==> src/inc/smc_pkg.sv <==
// Shared constants and types of the standby mode controller.
// Assumes one 25 MHz clock and an Avalon-MM slave with waitrequest.
package smc_pkg;

  // ------------------------------------------------------------
  // Register byte addresses
  // ------------------------------------------------------------
  localparam logic [3:0] SMC_ADDR_CTRL  = 4'h0; // Clock control bits
  localparam logic [3:0] SMC_ADDR_WSEL  = 4'h4; // Stabilization wait code
  localparam logic [3:0] SMC_ADDR_STAT  = 4'h8; // Stabilization progress
  localparam logic [3:0] SMC_ADDR_MODE  = 4'hC; // Mode and saved clock

  // ------------------------------------------------------------
  // Field positions
  // ------------------------------------------------------------
  localparam int SMC_BIT_RING_STOP  = 0; // Ring stop in deep standby
  localparam int SMC_BIT_PERIPH_SEL = 1; // Peripheral clock from main
  localparam int SMC_BIT_MAIN_CTRL  = 6; // Main clock control
  localparam int SMC_BIT_MAIN_STOP  = 7; // Main oscillator stop
  localparam int SMC_WSEL_W         = 3; // Width of wait code
  localparam int SMC_STAT_W         = 5; // Width of progress bits
  localparam int SMC_CNT_W          = 17; // Stabilization counter width

  // ------------------------------------------------------------
  // Reset values and counts
  // ------------------------------------------------------------
  localparam logic [2:0] SMC_WSEL_RESET = 3'h5; // Wait code after reset
  localparam logic [4:0] SMC_STAT_RESET = 5'h00; // Progress after reset
  localparam logic [4:0] SMC_RING_WAIT  = 5'h11; // 17 ring periods
  localparam logic [16:0] SMC_THR_11 = 17'h00800; // 2^11 crystal periods
  localparam logic [16:0] SMC_THR_13 = 17'h02000; // 2^13 crystal periods
  localparam logic [16:0] SMC_THR_14 = 17'h04000; // 2^14 crystal periods
  localparam logic [16:0] SMC_THR_15 = 17'h08000; // 2^15 crystal periods
  localparam logic [16:0] SMC_THR_16 = 17'h10000; // 2^16 crystal periods

  // ------------------------------------------------------------
  // Types
  // ------------------------------------------------------------
  // CPU clock source
  typedef enum logic [1:0] {SMC_SRC_MAIN, SMC_SRC_RING, SMC_SRC_SUB}
    smc_src_t;
  // Operating mode
  typedef enum logic [2:0] {SMC_RUN, SMC_LIGHT, SMC_DEEP, SMC_XWAIT,
                            SMC_RWAIT} smc_mode_t;

  // Software clock control bits
  typedef struct packed {
    logic mainOscStop;
    logic mainClkCtrl;
    logic periphSel;
    logic ringStop;
  } smc_ctrl_t;

  // Clock gating outputs toward the clock generator
  typedef struct packed {
    logic cpuClkEn;
    logic mainOscEn;
    logic ringOscEn;
    logic subOscEn;
    logic periphClkEn;
    logic periphFromMain;
  } smc_clk_t;

  // Whole state of the controller
  typedef struct packed {
    smc_mode_t        mode;
    smc_src_t         savedSrc;
    smc_ctrl_t        ctrl;
    logic [2:0]       waitSel;
    logic [4:0]       stat;
    logic [16:0]      cnt;
    logic             cntRun;
    logic [4:0]       ringCnt;
    logic             optS1;
    logic             optS2;
    logic             ack;
    logic [31:0]      rdData;
  } smc_state_t;

  localparam smc_state_t SMC_ST_RESET = '{
    mode: SMC_RUN, savedSrc: SMC_SRC_RING, ctrl: 4'h0,
    waitSel: SMC_WSEL_RESET, stat: SMC_STAT_RESET, cnt: 17'h00000,
    cntRun: 1'b0, ringCnt: 5'h00, optS1: 1'b0, optS2: 1'b0,
    ack: 1'b0, rdData: 32'h00000000};

endpackage

==> src/rtl/smc_standby_ctrl.sv <==
// Standby mode controller: light and deep standby, release and waits.
// Assumes CPU requests, interrupt and clock ticks are on mclk; the
// factory ring option arrives on a pin and is synchronised here.
//
// The register offsets and the Avalon-MM slave port were left to the implementer.
`timescale 1ns/1ns

// ------------------------------------------------------------
// Function
// ------------------------------------------------------------
//
// Function
// - Light standby gates CPU clock, ring and subsystem oscillators run
// - Interrupt leaves light standby at once
// - Deep standby stops the main crystal
// - Interrupt releases deep standby after wait
// - Registers and memory held during standby
// - Port latches and buffers held during standby
// - Light standby accepted from any clock
// - Deep standby on ring clock keeps ring
// - Running ring oscillator not stopped in deep unless option and stop bit set
// - Ring clock CPU waits 17 ring periods
// - Resume on clock selected at entry
// - Ring stop bit works only if option allows
// - Light standby main crystal follows stop bits
// - Peripheral clock select; stopped in deep
// - Wait code selects crystal periods, resets 05H
// - Progress bits set in order, sticky, cleared
module smc_standby_ctrl (
  input  wire logic             mclk,            // 25 MHz clock
  input  wire logic             rst_n,           // Sync reset, low
  input  wire logic [3:0]       avsAddress,      // Byte address
  input  wire logic             avsRead,         // Read request
  input  wire logic             avsWrite,        // Write request
  input  wire logic [31:0]      avsWriteData,    // Write data
  output logic      [31:0]      avsReadData,     // Read data
  output logic                  avsWaitRequest,  // Stall
  input  wire logic             haltReq,         // Light standby pulse
  input  wire logic             stopReq,         // Deep standby pulse
  input  wire logic             irqReq,          // Interrupt request
  input  wire smc_pkg::smc_src_t cpuSrc,         // Current CPU clock
  input  wire logic             xtalTick,        // One crystal period
  input  wire logic             ringTick,        // One ring period
  input  wire logic             ringStopOptPin,  // Factory option pin
  output smc_pkg::smc_clk_t     clkCtl,          // Clock gating
  output smc_pkg::smc_src_t     resumeSrc,       // Source on resume
  output logic                  retainHold,      // Freeze state, ports
  output logic [4:0]            stabStatus       // Progress bits
);

  // ------------------------------------------------------------
  // Helpers
  // ------------------------------------------------------------
  // Threshold of progress bit index 0..4 (2^11 upward)
  function automatic logic [16:0] stabThr(input logic [2:0] idx);
    case (idx)
      3'h0:    stabThr = smc_pkg::SMC_THR_11;
      3'h1:    stabThr = smc_pkg::SMC_THR_13;
      3'h2:    stabThr = smc_pkg::SMC_THR_14;
      3'h3:    stabThr = smc_pkg::SMC_THR_15;
      default: stabThr = smc_pkg::SMC_THR_16;
    endcase
  endfunction

  // Threshold of a wait code; prohibited codes take the longest
  function automatic logic [16:0] codeThr(input logic [2:0] code);
    if (code == 3'h0 || code > 3'h5)
    begin
      codeThr = smc_pkg::SMC_THR_16;
    end
    else
    begin
      codeThr = stabThr(code - 3'h1);
    end
  endfunction

  // ------------------------------------------------------------
  // State
  // ------------------------------------------------------------
  smc_pkg::smc_state_t q;        // Registered state
  smc_pkg::smc_state_t d;        // Next state
  logic                 busReq;  // Any bus request
  logic                 reached; // Counter at selected wait
  logic                 optOk;   // Ring stop allowed by option

  assign busReq  = avsRead | avsWrite;
  assign reached = q.cnt >= codeThr(q.waitSel);
  assign optOk   = q.optS2;

  // ------------------------------------------------------------
  // Next state
  // ------------------------------------------------------------
  // Bus slave, mode sequence and stabilization counter
  always_comb
  begin
    d = q;
    // Option pin through two flops
    d.optS1 = ringStopOptPin;
    d.optS2 = q.optS1;
    // Bus: one wait cycle, data loaded while stalled
    d.ack = busReq & ~q.ack;
    if (busReq && !q.ack)
    begin
      case (avsAddress)
        smc_pkg::SMC_ADDR_CTRL:
        begin
          d.rdData = 32'h00000000;
          d.rdData[smc_pkg::SMC_BIT_MAIN_STOP]  = q.ctrl.mainOscStop;
          d.rdData[smc_pkg::SMC_BIT_MAIN_CTRL]  = q.ctrl.mainClkCtrl;
          d.rdData[smc_pkg::SMC_BIT_PERIPH_SEL] = q.ctrl.periphSel;
          d.rdData[smc_pkg::SMC_BIT_RING_STOP]  = q.ctrl.ringStop;
        end
        smc_pkg::SMC_ADDR_WSEL: d.rdData = {29'h0, q.waitSel};
        smc_pkg::SMC_ADDR_STAT: d.rdData = {27'h0, q.stat};
        smc_pkg::SMC_ADDR_MODE: d.rdData = {27'h0, q.savedSrc, q.mode};
        default:                d.rdData = 32'h00000000; // Unmapped
      endcase
    end
    if (avsWrite && q.ack)
    begin
      case (avsAddress)
        smc_pkg::SMC_ADDR_CTRL:
        begin
          d.ctrl.mainOscStop = avsWriteData[smc_pkg::SMC_BIT_MAIN_STOP];
          d.ctrl.mainClkCtrl = avsWriteData[smc_pkg::SMC_BIT_MAIN_CTRL];
          d.ctrl.periphSel   = avsWriteData[smc_pkg::SMC_BIT_PERIPH_SEL];
          d.ctrl.ringStop    = avsWriteData[smc_pkg::SMC_BIT_RING_STOP];
        end
        smc_pkg::SMC_ADDR_WSEL:
          d.waitSel = avsWriteData[2:0];
        default:
          d.waitSel = q.waitSel; // Read-only or unmapped: ignored
      endcase
    end
    // Progress bits cleared by main stop controls
    if (q.ctrl.mainOscStop || q.ctrl.mainClkCtrl)
    begin
      d.stat = 5'h00;
    end
    // Mode sequence
    case (q.mode)
      smc_pkg::SMC_RUN:
      begin
        if (haltReq)
        begin
          d.mode     = smc_pkg::SMC_LIGHT;
          d.savedSrc = cpuSrc;
        end
        else if (stopReq && cpuSrc != smc_pkg::SMC_SRC_SUB)
        begin
          d.mode     = smc_pkg::SMC_DEEP;
          d.savedSrc = cpuSrc;
          d.cnt      = 17'h00000;
          d.cntRun   = 1'b0;
          d.stat     = 5'h00;
        end
      end
      smc_pkg::SMC_LIGHT:
      begin
        if (irqReq)
        begin
          d.mode = smc_pkg::SMC_RUN;
        end
      end
      smc_pkg::SMC_DEEP:
      begin
        if (irqReq)
        begin
          d.cnt     = 17'h00000;
          d.cntRun  = 1'b1;
          d.ringCnt = 5'h00;
          if (q.savedSrc == smc_pkg::SMC_SRC_RING)
          begin
            d.mode = smc_pkg::SMC_RWAIT;
          end
          else
          begin
            d.mode = smc_pkg::SMC_XWAIT;
          end
        end
      end
      smc_pkg::SMC_XWAIT:
      begin
        if (reached)
        begin
          d.mode = smc_pkg::SMC_RUN;
        end
      end
      smc_pkg::SMC_RWAIT:
      begin
        if (ringTick)
        begin
          d.ringCnt = q.ringCnt + 5'h01;
          if (q.ringCnt == smc_pkg::SMC_RING_WAIT - 5'h01)
          begin
            d.mode = smc_pkg::SMC_RUN;
          end
        end
      end
      default:
        d.mode = smc_pkg::SMC_RUN;
    endcase
    // Counter runs only up to the selected wait
    if (q.cntRun)
    begin
      if (reached)
      begin
        d.cntRun = 1'b0;
      end
      else if (xtalTick)
      begin
        d.cnt = q.cnt + 17'h00001;
      end
    end
    // Progress bits set from bit 4 downward, set wins
    for (int i = 0; i < 5; i++)
    begin
      if (q.cntRun && q.cnt >= stabThr(3'(i)))
      begin
        d.stat[4 - i] = 1'b1;
      end
    end
  end

  // ------------------------------------------------------------
  // Registers
  // ------------------------------------------------------------
  // Single state register, synchronous reset
  always_ff @(posedge mclk)
  begin
    if (!rst_n)
    begin
      q <= smc_pkg::SMC_ST_RESET;
    end
    else
    begin
      q <= d;
    end
  end

  // ------------------------------------------------------------
  // Outputs
  // ------------------------------------------------------------
  // Clock gating from registered mode and control bits
  always_comb
  begin
    clkCtl.subOscEn       = 1'b1; // Subsystem never stopped here
    clkCtl.cpuClkEn       = (q.mode == smc_pkg::SMC_RUN);
    clkCtl.periphFromMain = q.ctrl.periphSel;
    clkCtl.periphClkEn    = (q.mode != smc_pkg::SMC_DEEP);
    clkCtl.ringOscEn      = 1'b1;
    clkCtl.mainOscEn      = ~q.ctrl.mainOscStop;
    case (q.mode)
      smc_pkg::SMC_DEEP:
      begin
        clkCtl.mainOscEn = 1'b0;
        // Ring stops only with option and bit, never as CPU clock
        clkCtl.ringOscEn = ~(optOk & q.ctrl.ringStop) |
          (q.savedSrc == smc_pkg::SMC_SRC_RING);
      end
      smc_pkg::SMC_XWAIT, smc_pkg::SMC_RWAIT:
        clkCtl.mainOscEn = 1'b1;
      default:
        clkCtl.mainOscEn = ~q.ctrl.mainOscStop | q.cntRun;
    endcase
  end

  assign resumeSrc      = q.savedSrc;
  assign retainHold     = (q.mode != smc_pkg::SMC_RUN);
  assign stabStatus     = q.stat;
  assign avsReadData    = q.rdData;
  assign avsWaitRequest = busReq & ~q.ack;

  // ------------------------------------------------------------
  // Assertions
  // ------------------------------------------------------------
  property p_light_gate;
    @(posedge mclk) disable iff (!rst_n)
    q.mode == smc_pkg::SMC_LIGHT |-> !clkCtl.cpuClkEn && clkCtl.subOscEn
      && clkCtl.ringOscEn;
  endproperty
  a_light_gate: assert property (p_light_gate)
    else $error("CPU clock not gated in light standby");

  property p_light_wake;
    @(posedge mclk) disable iff (!rst_n)
    q.mode == smc_pkg::SMC_LIGHT && irqReq |=> clkCtl.cpuClkEn;
  endproperty
  a_light_wake: assert property (p_light_wake)
    else $error("Light standby not left next cycle");

  property p_deep_stop;
    @(posedge mclk) disable iff (!rst_n)
    haltReq == 1'b0 && stopReq && q.mode == smc_pkg::SMC_RUN &&
      cpuSrc != smc_pkg::SMC_SRC_SUB |=> !clkCtl.mainOscEn &&
      !clkCtl.periphClkEn && stabStatus == 5'h00;
  endproperty
  a_deep_stop: assert property (p_deep_stop)
    else $error("Deep standby did not stop crystal");

  property p_deep_wait;
    @(posedge mclk) disable iff (!rst_n)
    q.mode == smc_pkg::SMC_DEEP && irqReq &&
      q.savedSrc == smc_pkg::SMC_SRC_MAIN |=> !clkCtl.cpuClkEn [*8];
  endproperty
  a_deep_wait: assert property (p_deep_wait)
    else $error("CPU resumed without stabilization wait");

  property p_ring_keep;
    @(posedge mclk) disable iff (!rst_n)
    q.mode == smc_pkg::SMC_DEEP && (!optOk ||
      q.savedSrc == smc_pkg::SMC_SRC_RING) |-> clkCtl.ringOscEn;
  endproperty
  a_ring_keep: assert property (p_ring_keep)
    else $error("Ring oscillator stopped in deep standby");

  property p_ring_wait;
    @(posedge mclk) disable iff (!rst_n)
    q.mode == smc_pkg::SMC_RWAIT && !(ringTick &&
      q.ringCnt == smc_pkg::SMC_RING_WAIT - 5'h01) |=> !clkCtl.cpuClkEn;
  endproperty
  a_ring_wait: assert property (p_ring_wait)
    else $error("CPU started before 17 ring periods");

  property p_src_hold;
    @(posedge mclk) disable iff (!rst_n)
    retainHold && $past(retainHold) |-> $stable(resumeSrc);
  endproperty
  a_src_hold: assert property (p_src_hold)
    else $error("Resume source changed during standby");

  property p_wsel_reset;
    @(posedge mclk) disable iff (!rst_n)
    $rose(rst_n) |-> q.waitSel == smc_pkg::SMC_WSEL_RESET &&
      stabStatus == smc_pkg::SMC_STAT_RESET;
  endproperty
  a_wsel_reset: assert property (p_wsel_reset)
    else $error("Wrong reset values of wait code or progress");

  property p_stat_order;
    @(posedge mclk) disable iff (!rst_n)
    stabStatus inside {5'h00, 5'h10, 5'h18, 5'h1C, 5'h1E, 5'h1F};
  endproperty
  a_stat_order: assert property (p_stat_order)
    else $error("Progress bits out of order");

  property p_xwait_done;
    @(posedge mclk) disable iff (!rst_n)
    q.mode == smc_pkg::SMC_XWAIT && reached |=> clkCtl.cpuClkEn;
  endproperty
  a_xwait_done: assert property (p_xwait_done)
    else $error("CPU not resumed after selected wait");

  c_light: cover property (@(posedge mclk) disable iff (!rst_n)
    q.mode == smc_pkg::SMC_LIGHT ##1 q.mode == smc_pkg::SMC_RUN);
  c_xwait: cover property (@(posedge mclk) disable iff (!rst_n)
    q.mode == smc_pkg::SMC_XWAIT ##1 q.mode == smc_pkg::SMC_RUN);
  c_rwait: cover property (@(posedge mclk) disable iff (!rst_n)
    q.mode == smc_pkg::SMC_RWAIT ##1 q.mode == smc_pkg::SMC_RUN);

endmodule
==> config.mk <==
export PLATFORM = sky130hd
export DESIGN_NAME = smc_standby_ctrl
export DESIGN_NICKNAME = d
export VERILOG_FILES = /design/src/inc/smc_pkg.sv /design/src/rtl/smc_standby_ctrl.sv
export SDC_FILE = /design/constraint.sdc
export NUM_CORES = 1
export LEC_CHECK = 0
export BUFFER_PORTS_ARGS = -buffer_cell sky130_fd_sc_hd__buf_2
export CAP_MARGIN = 0
export CORE_MARGIN = 5
export CORE_UTILIZATION = 35
export DETAILED_ROUTE_END_ITERATION = 10
export PLACE_DENSITY = 0.58
export SETUP_SLACK_MARGIN = 0.2
export SLEW_MARGIN = 20
export SYNTH_ARGS = -nofsm -noshare
export SYNTH_HDL_FRONTEND = slang
export SYNTH_SLANG_ARGS = --single-unit
==> constraint.sdc <==
create_clock -name mclk -period 4.36 [get_ports mclk]
set_input_delay 0.218 -clock mclk [delete_from_list [all_inputs] [get_ports mclk]]
set_output_delay 0.218 -clock mclk [all_outputs]
set_load 0.01 [all_outputs]
==> qor.csv <==
metric,value,unit
status,"complete, no violations",
cpMaxStageDelayCell,o211ai_1,
syn_area_per_cell,8.615,µm²
synth.distinct_cells,55,
diodes,0,
clk_latency,0.31,ns
ctsRootBufferMaster,clkbuf_8,
antenna_left,0,
die_h,101.6,µm
die_w,101.6,µm
antenna_found_initial,0,
critPathArrivalTime,3.08,ns
crit_type,register to register,
final_cell_mix,"50 x dfxtp_1, 41 x buf_2, 26 x conb_1",
drt-pass1-iter-count,4,
rows,33,
h-tree-depth,2,
dp.cells,458,
postCtsHoldBufs,0,
clockBufferDepth,2,
drt_iter0_drc,82,
start_util,35.75,%
cp_common_cell,nor3b_1,
core_area,8217,µm²
grt-ovfl-total,0,
wl_per_cell,14.11,µm
syn2layout_area_growth,5.239,%
worstMarginPinSlew,1.028,ns
grt_max_degree,26,
ctsResizeCount,0,
grt_pass1_vias,2237,
grtUsageTotal,12.84,%
dp_hpwl,4985,µm
cp.required,4.57,ns
vias,2408,
wirelength,6575,µm
layout_commonest_cell,dfxtp_1,
syn_area,2938,µm²
period_share,65.95,%
slew_headroom,31.18,%
vdd_drop_max,0.0001297,V
syn_inst,341,
ys_warn_count,0,
p_per_area,343.1,nW/µm²
async_reset_ff_share,0,%
setup_viol,0,
skew,0.009009,ns
grt_use_met2,20.07,%
drc,0,
dieArea,10330,µm²
met1_usage,18.03,%
tritoncts,built,
io_buffer_count,41,
crit_path_end_kind,register,
yosysSeqAreaShare,34.07,%
crit_chain,"nor3b_1, ha_1, nor4b_1, a311oi_2, o211ai_1, nor3b_1, a221o_1",
cts.clk_slew.worst_paths,0.10,ns
post_cts_buffers,0,
layout.cells.non_filler,466,
grt_util_met3,2.617,%
grt_busiest_layer,met2,
rsz0062_at_grt,no,
cpPeakStageDelay,0.85,ns
crit_fanout,12,
fin_crit,2.875,ns
slew_viol_final,0,
cts_num_sinks,50,
drt-vias-per-instance,5.167,
grt_pass1_wl,10720,µm
cts-buffers-inserted,5,
fmaxAchievable,347.8,MHz
synth_edf_count,0,
p_leak,1.329,nW
hold_slack,0.1073,ns
ys_ff_latch,50,
drv_cap,0,
layout.nets,417,
cp_top_family,compound AO/OA/AOI/OAI gates,
cp_num_buf_inv,0,
synth-main-ff-cell,dfxtp_1,
startpoint_type,register,
drive_above_1_share,16.34,%
utilization,37.63,%
gp_congestion,0.7739,
min_path_type,input pin to register,
io_pins,95,
tns,0,ns
hold_viol,0,
[state kept, by name, indices dropped and copies added (netlist names)]
name / count
q: 33
avsReadData: 7
stabStatus: 5
resumeSrc: 2
clkCtl: 1
d: 1
optOk: 1
[final cells by class]
type                            count  area, µm²
Sequential cell                    50       1001
Timing Repair Buffer               41      205.2
Tap cell                          105      131.4
Multi-Input combinational cell    248       1604
Fill cell                         877       5125
Inverter                           14      52.55
Clock buffer                        5      68.82
Clock inverter                      3      28.78
[where the power goes]
part	total (mW)	internal, mW	switching [mW]
combinational	0.252	0.0998	0.152
sequential	0.517	0.477	0.0399
clock	0.291	0.119	0.172
total	1.06	0.696	0.364
[path summary, 6_finish.rpt]
path                  start    end  slack [ns]  depth (start not counted)
max                   q[63]  q[43]        1.48                          7
min          ringStopOptPin  d[33]        0.11                          2
max reg2reg           q[63]  q[43]        1.48                          7
min reg2reg           d[33]  optOk        0.45                          1
[kinds of logic after synthesis]
family	count (synthesis)	synth area share (%)
buffers and inverters	67	14.40
AND/OR/NAND/NOR	136	25.26
AO/OA/AOI/OAI	56	14.44
flip-flops	50	34.07
adder cells (fa/ha/maj)	9	3.833
XOR/XNOR	6	1.789
multiplexers	15	5.962
other	2	0.2556
[metal layers]
metal / routed length [µm] / up-vias
met2: 2843 / 67
li1: - / 1200
met1: 3266 / 1134
met3: 398 / 7
met4: 67 / 0
met5: 0 / -
[cells in the mapped netlist, types with 5 or more instances]
cell type | instances | area share, %
a21oi_1 | 10 | 1.7
nor2b_1 | 8 | 1.7
a221o_1 | 5 | 1.7
and3_1 | 11 | 2.3
nand2_1 | 24 | 3.1
a211o_1 | 5 | 1.5
nand4_1 | 7 | 1.5
a22oi_1 | 5 | 1.3
buf_2 | 5 | 0.85
o21ai_0 | 7 | 1.2
ha_1 | 9 | 3.8
clkbuf_1 | 5 | 0.64
nor3_1 | 13 | 2.2
nor2_1 | 24 | 3.1
or3_1 | 5 | 1.1
nand3_1 | 11 | 1.9
buf_4 | 42 | 11
mux2i_1 | 13 | 4.4
inv_1 | 14 | 1.8
dfxtp_1 | 50 | 34
[through the flow]
step / instance area (µm²) / total power [mW] / setup slack, ns
floorplan: 3028 / 0.7224 / 2.070
global placement: 2994 / 0.7757 / 1.577
detailed placement: 2994 / 0.7775 / 1.526
CTS: 3092 / 1.075 / 1.502
global route: 3092 / 1.124 / 1.310
finish: 3092 / 1.061 / 1.485
No activity file was read; power rests on OpenSTA's default activity.
